**src/rtl/qlc_pkg.sv**
```systemverilog
// constants shared by the dual quadrature counter
package qlc_pkg;
    // ****************************************************************
    // bus map
    // ****************************************************************
    localparam int ADDR_W = 8;
    localparam logic [7:0] GCTRL_ADDR = 8'h00;
    localparam logic [7:0] INST0_BASE = 8'h20;
    localparam logic [7:0] INST1_BASE = 8'h40;
    localparam logic [7:0] INST_SPAN = 8'h20;
    localparam logic [7:0] OFS_CTRL = 8'h00;
    localparam logic [7:0] OFS_UPPER = 8'h04;
    localparam logic [7:0] OFS_LOWER = 8'h08;
    localparam logic [7:0] OFS_PRESET = 8'h0c;
    localparam logic [7:0] OFS_VALUE = 8'h10;
    localparam logic [7:0] OFS_STATUS = 8'h14;
    // ****************************************************************
    // field positions
    // ****************************************************************
    localparam int GCTRL_RUN_BIT = 0;
    localparam int CTRL_EN_BIT = 0;
    localparam int CTRL_CLR_BIT = 1;
    localparam int CTRL_PLD_BIT = 2;
    localparam int CTRL_RET_BIT = 3;
    localparam int STAT_UP_BIT = 0;
    localparam int STAT_LO_BIT = 1;
    localparam int STAT_ZERO_BIT = 2;
    localparam int STAT_OVF_BIT = 3;
    // ****************************************************************
    // reset values and limits
    // ****************************************************************
    localparam logic [31:0] RST_WORD = 32'h0000_0000;
    localparam logic [31:0] VAL_MAX = 32'h7fff_ffff;
    localparam logic [31:0] VAL_MIN = 32'h8000_0000;
    localparam logic [31:0] STEP_ONE = 32'h0000_0001;
    localparam logic [1:0] HTRANS_NONSEQ = 2'h2;
endpackage

```
**src/rtl/qlc_top.sv**
```systemverilog
// dual quadrature counter with limit flags and ahb-lite register slave
//
// Added by the designer: register access over AHB-Lite and the register addresses.

module qlc_top (
    input wire logic sys_clk_i,
    input wire logic resetn_i,
    input wire logic [3:0] din_i,
    input wire logic hsel_i,
    input wire logic [31:0] haddr_i,
    input wire logic [1:0] htrans_i,
    input wire logic hwrite_i,
    input wire logic [2:0] hsize_i,
    input wire logic [31:0] hwdata_i,
    input wire logic hready_i,
    output logic [31:0] hrdata_o,
    output logic hreadyout_o,
    output logic hresp_o,
    output logic [1:0] upper_limit_flag_o,
    output logic [1:0] lower_limit_flag_o,
    output logic [1:0] zero_value_flag_o,
    output logic [1:0] range_overflow_flag_o,
    output logic [31:0] actual_value0_o,
    output logic [31:0] actual_value1_o
);
    // ****************************************************************
    // state
    // ****************************************************************
    typedef struct packed {
        logic [3:0] sync1;
        logic [3:0] sync2;
        logic [3:0] prev;
        logic run;
        logic [1:0] en;
        logic [1:0] clr;
        logic [1:0] pld;
        logic [1:0] pld_prev;
        logic [1:0] ret;
        logic [1:0][31:0] upper;
        logic [1:0][31:0] lower;
        logic [1:0][31:0] preset;
        logic [1:0][31:0] val;
        logic [1:0] f_up;
        logic [1:0] f_lo;
        logic [1:0] f_zero;
        logic [1:0] f_ovf;
        logic ap_valid;
        logic ap_write;
        logic [7:0] ap_addr;
        logic [31:0] rdata;
        logic ready;
        logic resp;
    } qlc_state_t;

    qlc_state_t q;
    qlc_state_t n;
    logic [1:0] step_up;
    logic [1:0] step_dn;
    logic [1:0] active;
    logic [1:0] pld_edge;

    // ****************************************************************
    // helpers
    // ****************************************************************
    // quadrature step: 2'b01 up, 2'b10 down, 2'b00 none or illegal jump
    function automatic logic [1:0] qlc_step(input logic a_old, input logic b_old,
                                            input logic a_new, input logic b_new);
        logic a_chg;
        logic b_chg;
        a_chg = a_old ^ a_new;
        b_chg = b_old ^ b_new;
        qlc_step = 2'h0;
        if (a_chg && !b_chg) begin
            qlc_step = (a_new != b_new) ? 2'h1 : 2'h2;
        end else if (b_chg && !a_chg) begin
            qlc_step = (b_new == a_new) ? 2'h1 : 2'h2;
        end
    endfunction

    // returns {upper, lower, zero} for a value against its setpoints
    function automatic logic [2:0] qlc_flags(input logic [31:0] v, input logic [31:0] up,
                                             input logic [31:0] lo);
        qlc_flags = {($signed(v) >= $signed(up)), ($signed(v) <= $signed(lo)), (v == qlc_pkg::RST_WORD)};
    endfunction

    // instance index of an address, 2'h3 when outside both windows
    function automatic logic [1:0] qlc_inst(input logic [7:0] a);
        if (a >= qlc_pkg::INST0_BASE && a < qlc_pkg::INST0_BASE + qlc_pkg::INST_SPAN) begin
            qlc_inst = 2'h0;
        end else if (a >= qlc_pkg::INST1_BASE && a < qlc_pkg::INST1_BASE + qlc_pkg::INST_SPAN) begin
            qlc_inst = 2'h1;
        end else begin
            qlc_inst = 2'h3;
        end
    endfunction

    // ****************************************************************
    // next state
    // ****************************************************************
    always_comb begin
        logic [1:0] st;
        logic [1:0] wi;
        logic [1:0] ri;
        logic [7:0] wofs;
        logic [7:0] rofs;
        logic [2:0] fl;
        logic start;
        logic [1:0] recalc;
        logic [7:0] a;
        st = 2'h0;
        wi = 2'h3;
        ri = 2'h3;
        wofs = 8'h00;
        rofs = 8'h00;
        fl = 3'h0;
        start = 1'b0;
        recalc = 2'h0;
        a = haddr_i[7:0];
        n = q;
        step_up = 2'h0;
        step_dn = 2'h0;
        active = 2'h0;
        pld_edge = 2'h0;

        // two-stage synchroniser on the phase pins
        n.sync1 = din_i;
        n.sync2 = q.sync1;
        n.prev = q.sync2;

        // bus data phase: write uses the captured address
        if (q.ap_valid && q.ap_write) begin
            wi = qlc_inst(q.ap_addr);
            if (q.ap_addr == qlc_pkg::GCTRL_ADDR) begin
                n.run = hwdata_i[qlc_pkg::GCTRL_RUN_BIT];
                start = hwdata_i[qlc_pkg::GCTRL_RUN_BIT] && !q.run;
            end else if (wi != 2'h3) begin
                wofs = q.ap_addr - ((wi == 2'h0) ? qlc_pkg::INST0_BASE : qlc_pkg::INST1_BASE);
                unique case (wofs)
                    qlc_pkg::OFS_CTRL: begin
                        n.en[wi[0]] = hwdata_i[qlc_pkg::CTRL_EN_BIT];
                        n.clr[wi[0]] = hwdata_i[qlc_pkg::CTRL_CLR_BIT];
                        n.pld[wi[0]] = hwdata_i[qlc_pkg::CTRL_PLD_BIT];
                        n.ret[wi[0]] = hwdata_i[qlc_pkg::CTRL_RET_BIT];
                    end
                    qlc_pkg::OFS_UPPER: begin
                        n.upper[wi[0]] = hwdata_i;
                    end
                    qlc_pkg::OFS_LOWER: begin
                        n.lower[wi[0]] = hwdata_i;
                    end
                    qlc_pkg::OFS_PRESET: begin
                        n.preset[wi[0]] = hwdata_i;
                    end
                    qlc_pkg::OFS_VALUE: begin
                        // saved value is restored by software only while stopped
                        if (!q.run) begin
                            n.val[wi[0]] = hwdata_i;
                            recalc[wi[0]] = 1'b1;
                        end
                    end
                    qlc_pkg::OFS_STATUS: begin
                        if (hwdata_i[qlc_pkg::STAT_OVF_BIT]) begin
                            n.f_ovf[wi[0]] = 1'b0;
                        end
                    end
                    default: begin
                    end
                endcase
            end
        end

        // counting, one instance per phase pair
        for (int i = 0; i < 2; i++) begin
            st = qlc_step(q.prev[2*i], q.prev[2*i+1], q.sync2[2*i], q.sync2[2*i+1]);
            step_up[i] = st[0];
            step_dn[i] = st[1];
            active[i] = q.run && q.en[i];
            pld_edge[i] = q.pld[i] && !q.pld_prev[i];
            n.pld_prev[i] = q.pld[i];
            if (start && !q.ret[i]) begin
                n.val[i] = qlc_pkg::RST_WORD;
                recalc[i] = 1'b1;
            end else if (active[i]) begin
                recalc[i] = 1'b1;
                if (q.clr[i]) begin
                    n.val[i] = qlc_pkg::RST_WORD;
                    n.f_ovf[i] = 1'b0;
                end else if (pld_edge[i]) begin
                    n.val[i] = n.preset[i];
                    n.f_ovf[i] = 1'b0;
                end else if (step_up[i]) begin
                    n.val[i] = 32'(q.val[i] + qlc_pkg::STEP_ONE);
                    if (q.val[i] == qlc_pkg::VAL_MAX) begin
                        n.f_ovf[i] = 1'b1;
                    end
                end else if (step_dn[i]) begin
                    n.val[i] = 32'(q.val[i] - qlc_pkg::STEP_ONE);
                    if (q.val[i] == qlc_pkg::VAL_MIN) begin
                        n.f_ovf[i] = 1'b1;
                    end
                end
            end
            if (recalc[i]) begin
                fl = qlc_flags(n.val[i], n.upper[i], n.lower[i]);
                n.f_up[i] = fl[2];
                n.f_lo[i] = fl[1];
                n.f_zero[i] = fl[0];
            end
        end

        // bus address phase: read data taken from post-update state
        n.ready = 1'b1;
        n.resp = 1'b0;
        n.ap_valid = hsel_i && hready_i && (htrans_i == qlc_pkg::HTRANS_NONSEQ);
        n.ap_write = hwrite_i;
        n.ap_addr = a;
        n.rdata = qlc_pkg::RST_WORD;
        if (n.ap_valid && !hwrite_i) begin
            ri = qlc_inst(a);
            if (a == qlc_pkg::GCTRL_ADDR) begin
                n.rdata[qlc_pkg::GCTRL_RUN_BIT] = n.run;
            end else if (ri != 2'h3) begin
                rofs = a - ((ri == 2'h0) ? qlc_pkg::INST0_BASE : qlc_pkg::INST1_BASE);
                unique case (rofs)
                    qlc_pkg::OFS_CTRL: begin
                        n.rdata[qlc_pkg::CTRL_EN_BIT] = n.en[ri[0]];
                        n.rdata[qlc_pkg::CTRL_CLR_BIT] = n.clr[ri[0]];
                        n.rdata[qlc_pkg::CTRL_PLD_BIT] = n.pld[ri[0]];
                        n.rdata[qlc_pkg::CTRL_RET_BIT] = n.ret[ri[0]];
                    end
                    qlc_pkg::OFS_UPPER: begin
                        n.rdata = n.upper[ri[0]];
                    end
                    qlc_pkg::OFS_LOWER: begin
                        n.rdata = n.lower[ri[0]];
                    end
                    qlc_pkg::OFS_PRESET: begin
                        n.rdata = n.preset[ri[0]];
                    end
                    qlc_pkg::OFS_VALUE: begin
                        n.rdata = n.val[ri[0]];
                    end
                    qlc_pkg::OFS_STATUS: begin
                        n.rdata[qlc_pkg::STAT_UP_BIT] = n.f_up[ri[0]];
                        n.rdata[qlc_pkg::STAT_LO_BIT] = n.f_lo[ri[0]];
                        n.rdata[qlc_pkg::STAT_ZERO_BIT] = n.f_zero[ri[0]];
                        n.rdata[qlc_pkg::STAT_OVF_BIT] = n.f_ovf[ri[0]];
                    end
                    default: begin
                    end
                endcase
            end
        end
    end

    // ****************************************************************
    // registers
    // ****************************************************************
    always_ff @(posedge sys_clk_i or negedge resetn_i) begin
        if (!resetn_i) begin
            q <= '0;
            q.f_up <= 2'h3;
            q.f_lo <= 2'h3;
            q.f_zero <= 2'h3;
        end else begin
            q <= n;
        end
    end

    assign hrdata_o = q.rdata;
    assign hreadyout_o = q.ready;
    assign hresp_o = q.resp;
    assign upper_limit_flag_o = q.f_up;
    assign lower_limit_flag_o = q.f_lo;
    assign zero_value_flag_o = q.f_zero;
    assign range_overflow_flag_o = q.f_ovf;
    assign actual_value0_o = q.val[0];
    assign actual_value1_o = q.val[1];
endmodule // qlc_top

```
**config.mk**
```make
export PLATFORM = sky130hd
export DESIGN_NAME = qlc_top
export DESIGN_NICKNAME = d
export VERILOG_FILES = /design/src/rtl/qlc_pkg.sv /design/src/rtl/qlc_top.sv
export SDC_FILE = /design/constraint.sdc
export NUM_CORES = 1
export LEC_CHECK = 0
export BUFFER_PORTS_ARGS = -buffer_cell sky130_fd_sc_hd__buf_2
export CAP_MARGIN = 20
export CORE_ASPECT_RATIO = 1.1
export CORE_MARGIN = 10
export CORE_UTILIZATION = 50
export DETAILED_ROUTE_END_ITERATION = 10
export PLACE_DENSITY = 0.72
export REMOVE_ABC_BUFFERS = 1
export SYNTH_ARGS = -nofsm -noshare
export SYNTH_HDL_FRONTEND = slang
export SYNTH_SLANG_ARGS = --single-unit
```
**constraint.sdc**
```tcl
create_clock -name sys_clk_i -period 5.48 [get_ports sys_clk_i]
set_input_delay 1.096 -clock sys_clk_i [delete_from_list [all_inputs] [get_ports sys_clk_i]]
set_output_delay 1.096 -clock sys_clk_i [all_outputs]
set_load 0.1 [all_outputs]
```
==> qor.tcl, run 1 <==
set qor(rsz_0062_raised_after_global_routing) {yes}
set qor(yosysMostFrequentCell) {dfrtp_1}
set qor(worst-path-max-fanout) 7
set qor(route.antenna.remaining_nets) 0
set qor(cp.arrival_ns) 5.96
set qor(stdcell_count) 3562
set qor(whs_path_depth) 0
set qor(initial_core_util) 0.5076
set qor(top_cell_types_by_occurrence_after_synthesis) {dfrtp_1, inv_1, nand2_1}
set qor(setup_slack_ns) -0.02675
set qor(max_slew_margin) 0.1647
set qor(reg2reg_slack_ns) -0.03
set qor(chipWidth_um) 225.3
set qor(drt_pass1_iterations) 8
set qor(design.core.area_um2) 45660
set qor(fmax_mhz) 181.6
set qor(start_kind) {flip-flop}
set qor(maxSlewViolCount) 0
set qor(worst_margin_pin_slew_ns) 1.248
set qor(syn-mean-instance-area_um2) 9.024
set qor(worst_setup_hold_path_clk_slew_ns) 0.06
set qor(drc) 0
set qor(worstReg2RegStart) {q[41]}
set qor(totalWireLength_mm) 92.45
set qor(final.period_utilization) 1.005
set qor(critical_path.endpoint_type) {flip-flop}
set qor(finalSetupTns_ns) -0.04365
set qor(port-buffer-count) 155
set qor(placedCellCount) 3450
set qor(synth_cells) 2568
set qor(powerDensity_nw_per_um2) 203.7
set qor(report.power.total_uw) 5900
set qor(critical_path.cell_chain) {nand2b_4 > nor2_4 > ha_4 > inv_2 > fa_2 > nand4bb_4 > nand2b_4 > or3_4 > buf_12 > mux2i_4 > inv_2 > a221o_1 > ha_4 > nand4_1 > nor2_2 > nand3_2 > nor3_4 > nand3_2 > or3_4 > o221ai_4 > mux2i_4 > a31oi_4 > a22oi_2 > a21oi_1}
set qor(die_height_um) 245.8
set qor(setup_viol) 2
set qor(tritoncts) {yes}
set qor(placement_rows) 82
set qor(gr-usage-all-layers) 0.3235
set qor(grt_remaining_overflow) 0
set qor(synth_sequential_area_ratio) 0.3567
set qor(finalHoldViolCount) 0
set qor(post_synth_main_area_contributors) {dfrtp_1, ha_1, mux2i_1, mux2_2, buf_4}
set qor(cts-root-buf) {clkbuf_16}
set qor(clk_path_buf_depth) 3
set qor(clock_network_latency_to_the_later_pin_of_the_worst_skew_pair_ns) 0.58
set qor(critical-path-slowest-cell) {or3_4}
set qor(hold-path-endpoint) {n[321]}
set qor(worstHoldPathType) {reg2reg}
set qor(die-area_um2) 55370
set qor(deepest_level_of_the_cts_h_tree) 2
set qor(drv_cap) 0
set qor(main_flop_type_after_synthesis) {dfrtp_1}
set qor(dp_hpwl_mm) 69.72
set qor(cp_slowest_stage_delay_ns) 0.47
set qor(power.ir.vdd_worst_v) 0.0001861
set qor(grt_pass1_vias) 22420
set qor(failed_checks) {negative setup slack}
set qor(synth-seq-cells) 330
set qor(post_synth_instance_area_um2) 23170
set qor(design.portCount) 184
set qor(r2r_cells) 24
set qor(total_vias_in_the_final_route) 22730
set qor(power_leakage_uw) 0.01355
set qor(ys_async_sr_fraction) 1.000
set qor(number_of_antenna_violations_at_the_first_check_in_global_routing) 4
set qor(grt_start_max_net_pins) 102
set qor(synth.lib_cells_used.distinct) 91
set qor(post_synthesis_cell_type_with_the_largest_combined_area) {dfrtp_1}
set qor(status) {finished with violations}
set qor(areaGrowthSynthToFinish_pct) 24.98
set qor(min_from) {n[325]}
set qor(number_of_buffers_created_by_cts) 39
set qor(criticalPathCategory) {reg2reg}
set qor(worst_ep_required_time_ns) 5.94
set qor(worstReg2RegEnd) {hrdata_o[0]}
set qor(drt-initial-drc-count) 2741
set qor(final_wtd_congestion) 1.008
set qor(number_of_enable_flip_flop_cells_after_synthesis) 0
set qor(wire_per_inst_um) 25.95
set qor(detailed_route_vias_per_instance) 6.382
set qor(area_share_of_the_largest_cell_type_after_synthesis) 0.3499
set qor(finalCriticalPeriod_ns) 5.507
set qor(skew_ns) 0.03623
set qor(global_route_wire_length_before_repair_mm) 137.1
set qor(layout_net_count) 3157
set qor(post_route_cells_drive_above_1_share) 0.3069
set qor(yosys_warnings) 0
set qor(cts_sinks) 330
per-stage QoR:
| stage | instance area, um^2 | setup WS (ns) | utilization | hold WS (ns) |
|---|---|---|---|---|
| final | 28960 | -0.02675 | 0.6344 | 0.3494 |
| after global routing | 28960 | -0.2330 | 0.6343 | 0.3560 |
| after CTS | 28260 | 0.0001141 | 0.6190 | 0.3540 |
| after detailed placement | 26530 | -0.6434 | 0.5810 | 0.3411 |
| after global placement | 26530 | -0.4986 | 0.5810 | 0.3325 |
| after floorplan | 21750 | -2.028 | - | 0.3312 |
cells in the final DEF, fill, tap and decap left out, types with 30 or more instances in the layout:
master,synthesis,layout
a21o_1,38,38
a21oi_1,134,120
a221oi_1,52,47
buf_2,28,153
buf_4,108,410
clkbuf_16,0,40
dfrtp_1,324,324
ha_1,136,128
inv_1,200,194
mux2_2,98,94
mux2i_1,148,130
nand2_1,195,192
nand3_1,69,65
nand4_1,58,58
nor2_1,147,135
nor3_1,54,49
o21ai_0,119,104
o221ai_1,33,30
o22ai_1,33,33
xnor2_1,46,45
xor2_1,30,30
cell type report:
class                      instances  area (um^2)
clock buffer                      52         1136
multi-input combinational       1775        13520
inverter                         201        754.5
timing repair buffer             594         4368
clock inverter                    20        180.2
fill                            3810        16690
tap                              588        735.7
sequential                       330         8265
antenna                            2        5.005
where the power goes:
group / switching (uW) / internal, uW / leakage [uW]
clock network: 1140 / 1560 / 0.000653
registers: 22.8 / 2470 / 0.00431
logic: 489 / 222 / 0.00859
total: 1650 / 4250 / 0.0135
how the worst max path moves through the flow:
stage	startpoint	end	slack [ns]
floorplan	q[41]	hrdata_o[1]	-2.03
global placement	q[41]	hrdata_o[0]	-0.50
detailed placement	q[41]	hrdata_o[0]	-0.64
CTS	q[39]	hrdata_o[0]	0.0001
global route	q[41]	hrdata_o[1]	-0.23
finish	q[41]	hrdata_o[0]	-0.03
metal layers:
| layer | wire length [um] | global-route usage | vias up |
|---|---|---|---|
| li1 | - | - | 9962 |
| met1 | 37160 | 0.4152 | 11260 |
| met2 | 43470 | 0.5291 | 1224 |
| met3 | 7286 | 0.04974 | 286 |
| met4 | 4502 | 0.1463 | 6 |
| met5 | 31 | 0 | - |
timing repair:
action	in CTS	in global routing
pin swaps	21	65
gates resized for setup	53	117
cloned	2	0
hold buffers	0	0
setup endpoints to repair	5	6
endpoints found under the hold margin	0	0
setup buffers	12	26
logic make-up (layout without fill, tap and decap cells):
family,count (synthesis),count (layout),synth area share
other,2,4,0.0003241
buffers and inverters,463,867,0.09405
multiplexers,247,247,0.1122
AND/OR/NAND/NOR,706,706,0.1538
XOR/XNOR,79,79,0.03083
flip-flops,330,330,0.3567
adder cells (fa/ha/maj),138,138,0.07515
AO/OA/AOI/OAI,603,603,0.1770
worst max-delay path: cells and delay by family (launching register included):
kind,cells,cell delay [ns]
compound gates,5,0.97
fa+ha+maj,3,0.86
buf+inv,3,0.29
flops,1,0.37
mux,2,0.46
simple gates,11,2.41
registers in the layout (all words and copies together) (netlist names):
register	count
hrdata_o	32
upper_limit_flag_o	2
range_overflow_flag_o	2
hreadyout_o	1
q	215
lower_limit_flag_o	2
zero_value_flag_o	2
actual_value0_o	32
actual_value1_o	32
n	10
No activity file was read; power rests on OpenSTA's default activity.
==> run 2: changes to the inputs <==
PLACE_DENSITY = 0.69   (was 0.72)
clock period = 6.3 ns   (was 5.48 ns; I/O delays follow)
==> qor.tcl, run 2 (synthesis gave the netlist of run 1 again) <==
set qor(status) {finished, final reports clean}
set qor(route.antenna.remaining_nets) 0 ;# unchanged
set qor(post_route_cells_drive_above_1_share) 0.2039 ;# -0.1029
set qor(criticalPathCategory) {reg2reg}
set qor(start_kind) {flip-flop}
set qor(cts_sinks) 330 ;# unchanged
set qor(worst_ep_required_time_ns) 6.73 ;# +0.79 ns
set qor(detailed_route_vias_per_instance) 6.523 ;# +2.2%
set qor(largest_register_ffs) 215 ;# unchanged
set qor(final_cell_mix) {dfrtp_1, inv_1, nand2_1}
set qor(tritoncts) {yes}
set qor(worst-path-max-fanout) 10 ;# +3
set qor(die-area_um2) 55370 ;# unchanged
set qor(drv_cap) 0 ;# unchanged
set qor(grt_pass1_vias) 21100 ;# -5.9%
set qor(power_leakage_uw) 0.01213 ;# -10%
set qor(cp_slowest_stage_delay_ns) 0.47 ;# about the same
set qor(skew_ns) 0.02212 ;# -0.01412 ns
set qor(critical-path-slowest-cell) {fa_1}
set qor(design.core.area_um2) 45660 ;# unchanged
set qor(areaGrowthSynthToFinish_pct) 13.17
set qor(layout_commonest_cell) {dfrtp_1}
set qor(fmax_mhz) 165.5 ;# -8.9%
set qor(number_of_buffers_created_by_cts) 39 ;# unchanged
set qor(n_fill_cell) 4013 ;# +5.3%
set qor(r2r_cells) 25 ;# +4.2%
set qor(ff_latch_area_um2) 8265 ;# unchanged
set qor(stdcell_count) 3275 ;# -8.1%
set qor(final_wtd_congestion) 0.9990 ;# -0.87%
set qor(chipWidth_um) 225.3 ;# unchanged
set qor(number_of_antenna_violations_at_the_first_check_in_global_routing) 5 ;# +1
set qor(totalWireLength_mm) 83.98 ;# -9.2%
set qor(final_util) 0.5744 ;# -0.05993
set qor(drt_pass1_iterations) 6 ;# -2
set qor(cts_hold_repair.buffers) 0 ;# unchanged
set qor(clock_network_latency_to_the_later_pin_of_the_worst_skew_pair_ns) 0.56 ;# -0.02 ns
set qor(port-buffer-count) 155 ;# unchanged
set qor(max_slew_margin) 0.3109 ;# +0.1462
set qor(worstHoldPathType) {reg2reg}
set qor(die_height_um) 245.8 ;# unchanged
set qor(timing.critical_path.buf_inv) 4 ;# +1
set qor(rsz_0062_raised_after_global_routing) {no}
set qor(setup_viol) 0 ;# -2
set qor(wire_per_inst_um) 25.64 ;# -1.2%
set qor(design.portCount) 184 ;# unchanged
set qor(worstReg2RegStart) {q[39]}
set qor(cp.arrival_ns) 6.47 ;# +0.51 ns
set qor(powerDensity_nw_per_um2) 195.9 ;# -3.8%
set qor(cts-root-buf) {clkbuf_16}
set qor(critical_path.endpoint_type) {flip-flop}
set qor(finalSetupTns_ns) 0 ;# +0.04365 ns
set qor(drt-initial-drc-count) 2402 ;# -12%
set qor(worstReg2RegEnd) {hrdata_o[0]}
set qor(grt_start_max_net_pins) 115 ;# +13%
set qor(placedCellCount) 3197 ;# -7.3%
set qor(worst_margin_pin_slew_ns) 1.031 ;# -0.2176 ns
set qor(power.ir.vdd_worst_v) 0.0002075 ;# +11%
set qor(finalCriticalPeriod_ns) 6.044 ;# +0.5371 ns
set qor(dp_hpwl_mm) 63.18 ;# -9.4%
set qor(finalHoldViolCount) 0 ;# unchanged
set qor(final.period_utilization) 0.9593 ;# -0.04554
set qor(gr-usage-all-layers) 0.2942 ;# -0.02932
set qor(clk_path_buf_depth) 3 ;# unchanged
set qor(grt_remaining_overflow) 0 ;# unchanged
set qor(total_vias_in_the_final_route) 21360 ;# -6.0%
set qor(critical-path-top-delay-family) {simple AND/OR/NAND/NOR gates}
set qor(maxSlewViolCount) 0 ;# unchanged
set qor(multi_input_comb_area_um2) 13000 ;# -3.8%
set qor(max_flop_register) {q}
set qor(deepest_level_of_the_cts_h_tree) 2 ;# unchanged
set qor(initial_core_util) 0.5076 ;# unchanged
set qor(layout_net_count) 2875 ;# -8.9%
set qor(global_route_wire_length_before_repair_mm) 126.5 ;# -7.7%
set qor(drc) 0 ;# unchanged
set qor(crit_path_start) {q[39]}
set qor(timing.critical_path.depth) 25 ;# +4.2%
set qor(diodes) 0 ;# -2
set qor(placement_rows) 82 ;# unchanged
set qor(worstSetupEndpoint) {hrdata_o[0]}
set qor(worst_setup_hold_path_clk_slew_ns) 0.06 ;# about the same
set qor(reg2reg_slack_ns) 0.26 ;# +0.28 ns
-- run 2: changes by cell type in the layout (fill, tap and decap cells not counted), moves of 9 or more --
| cell | delta |
|---|---|
| a21oi_1 | +10 |
| o21ai_0 | +15 |
| mux2i_4 | -9 |
| mux2i_1 | +10 |
| buf_4 | -265 |
| a21oi_2 | -10 |
| buf_6 | -10 |
-- run 2: worst reg2reg max path: stages, from the launching register on --
cell       delay [ns]
dfrtp_1          0.43
nand2b_1         0.13
nor2_2           0.15
ha_1             0.17
inv_1            0.06
fa_1             0.47
nand4bb_1        0.23
buf_4            0.16
nor4b_4          0.31
buf_12           0.20
mux2i_4          0.30
o21ai_1          0.12
a2111oi_2        0.44
a2111oi_2        0.10
buf_4            0.22
ha_1             0.31
nand4_1          0.12
nor3_2           0.20
nand2_1          0.14
or3_1            0.44
or3_1            0.44
o211ai_1         0.14
xnor2_1          0.13
o22a_1           0.23
a22oi_2          0.21
a21oi_2          0.09
-- run 2: what timing repair did --
item / in CTS / in global routing
buffers inserted: 0 / 8
pin swaps: 0 / 7
setup endpoints to repair: 2 / 4
gates resized for setup: 3 / 40
gates cloned: 0 / 1
-- run 2: area by class of cell --
type	count	share of cell area
inverters	201	0.02877
clock buffers	53	0.04313
repair buffers	311	0.08010
clock inverters	16	0.009017
multi-input cells	1776	0.4958
flip-flops and latches	330	0.3152
well taps	588	0.02805
-- run 2: metrics by stage --
step | power, uW | worst slack [ns] | instance area [um^2] | hold slack (ns)
6_report | 5138 | 0.2562 | 26230 | 0.3452
3_3_place_gp | 2717 | 0.08566 | 24580 | 0.3348
2_1_floorplan | 2467 | -1.208 | 21750 | 0.3312
5_1_grt | 5281 | 0.01479 | 26230 | 0.3503
3_5_place_dp | 2726 | -0.05681 | 24580 | 0.3364
4_1_cts | 5141 | 0.01543 | 25950 | 0.3488
-- run 2: per-layer routing --
| layer | share of wire | track usage | routed length [um] | vias up |
|---|---|---|---|---|
| li1 | - | - | - | 9398 |
| met1 | 0.39 | 0.3703 | 32840 | 10470 |
| met2 | 0.47 | 0.4792 | 39570 | 1210 |
| met3 | 0.087 | 0.05367 | 7324 | 275 |
| met4 | 0.050 | 0.1425 | 4180 | 10 |
| met5 | 0.00075 | 0 | 63 | - |
-- run 2: worst min path at each step --
stage               startpoint  endpoint  slack (ns)  cells past startpoint
finish                  n[326]    n[322]        0.35                      0
detailed placement      n[323]    n[319]        0.34                      0
global route            n[326]    n[322]        0.35                      0
CTS                     n[326]    n[322]        0.35                      0
global placement        n[323]    n[319]        0.33                      0
floorplan               n[323]    n[319]        0.33                      0
-- run 2: power breakdown --
group	internal, uW	leakage, uW	switching [uW]
Sequential	2150	0.00431	25.8
Clock	1500	0.000676	928
Combinational	144	0.00714	391
Total	3790	0.0121	1340
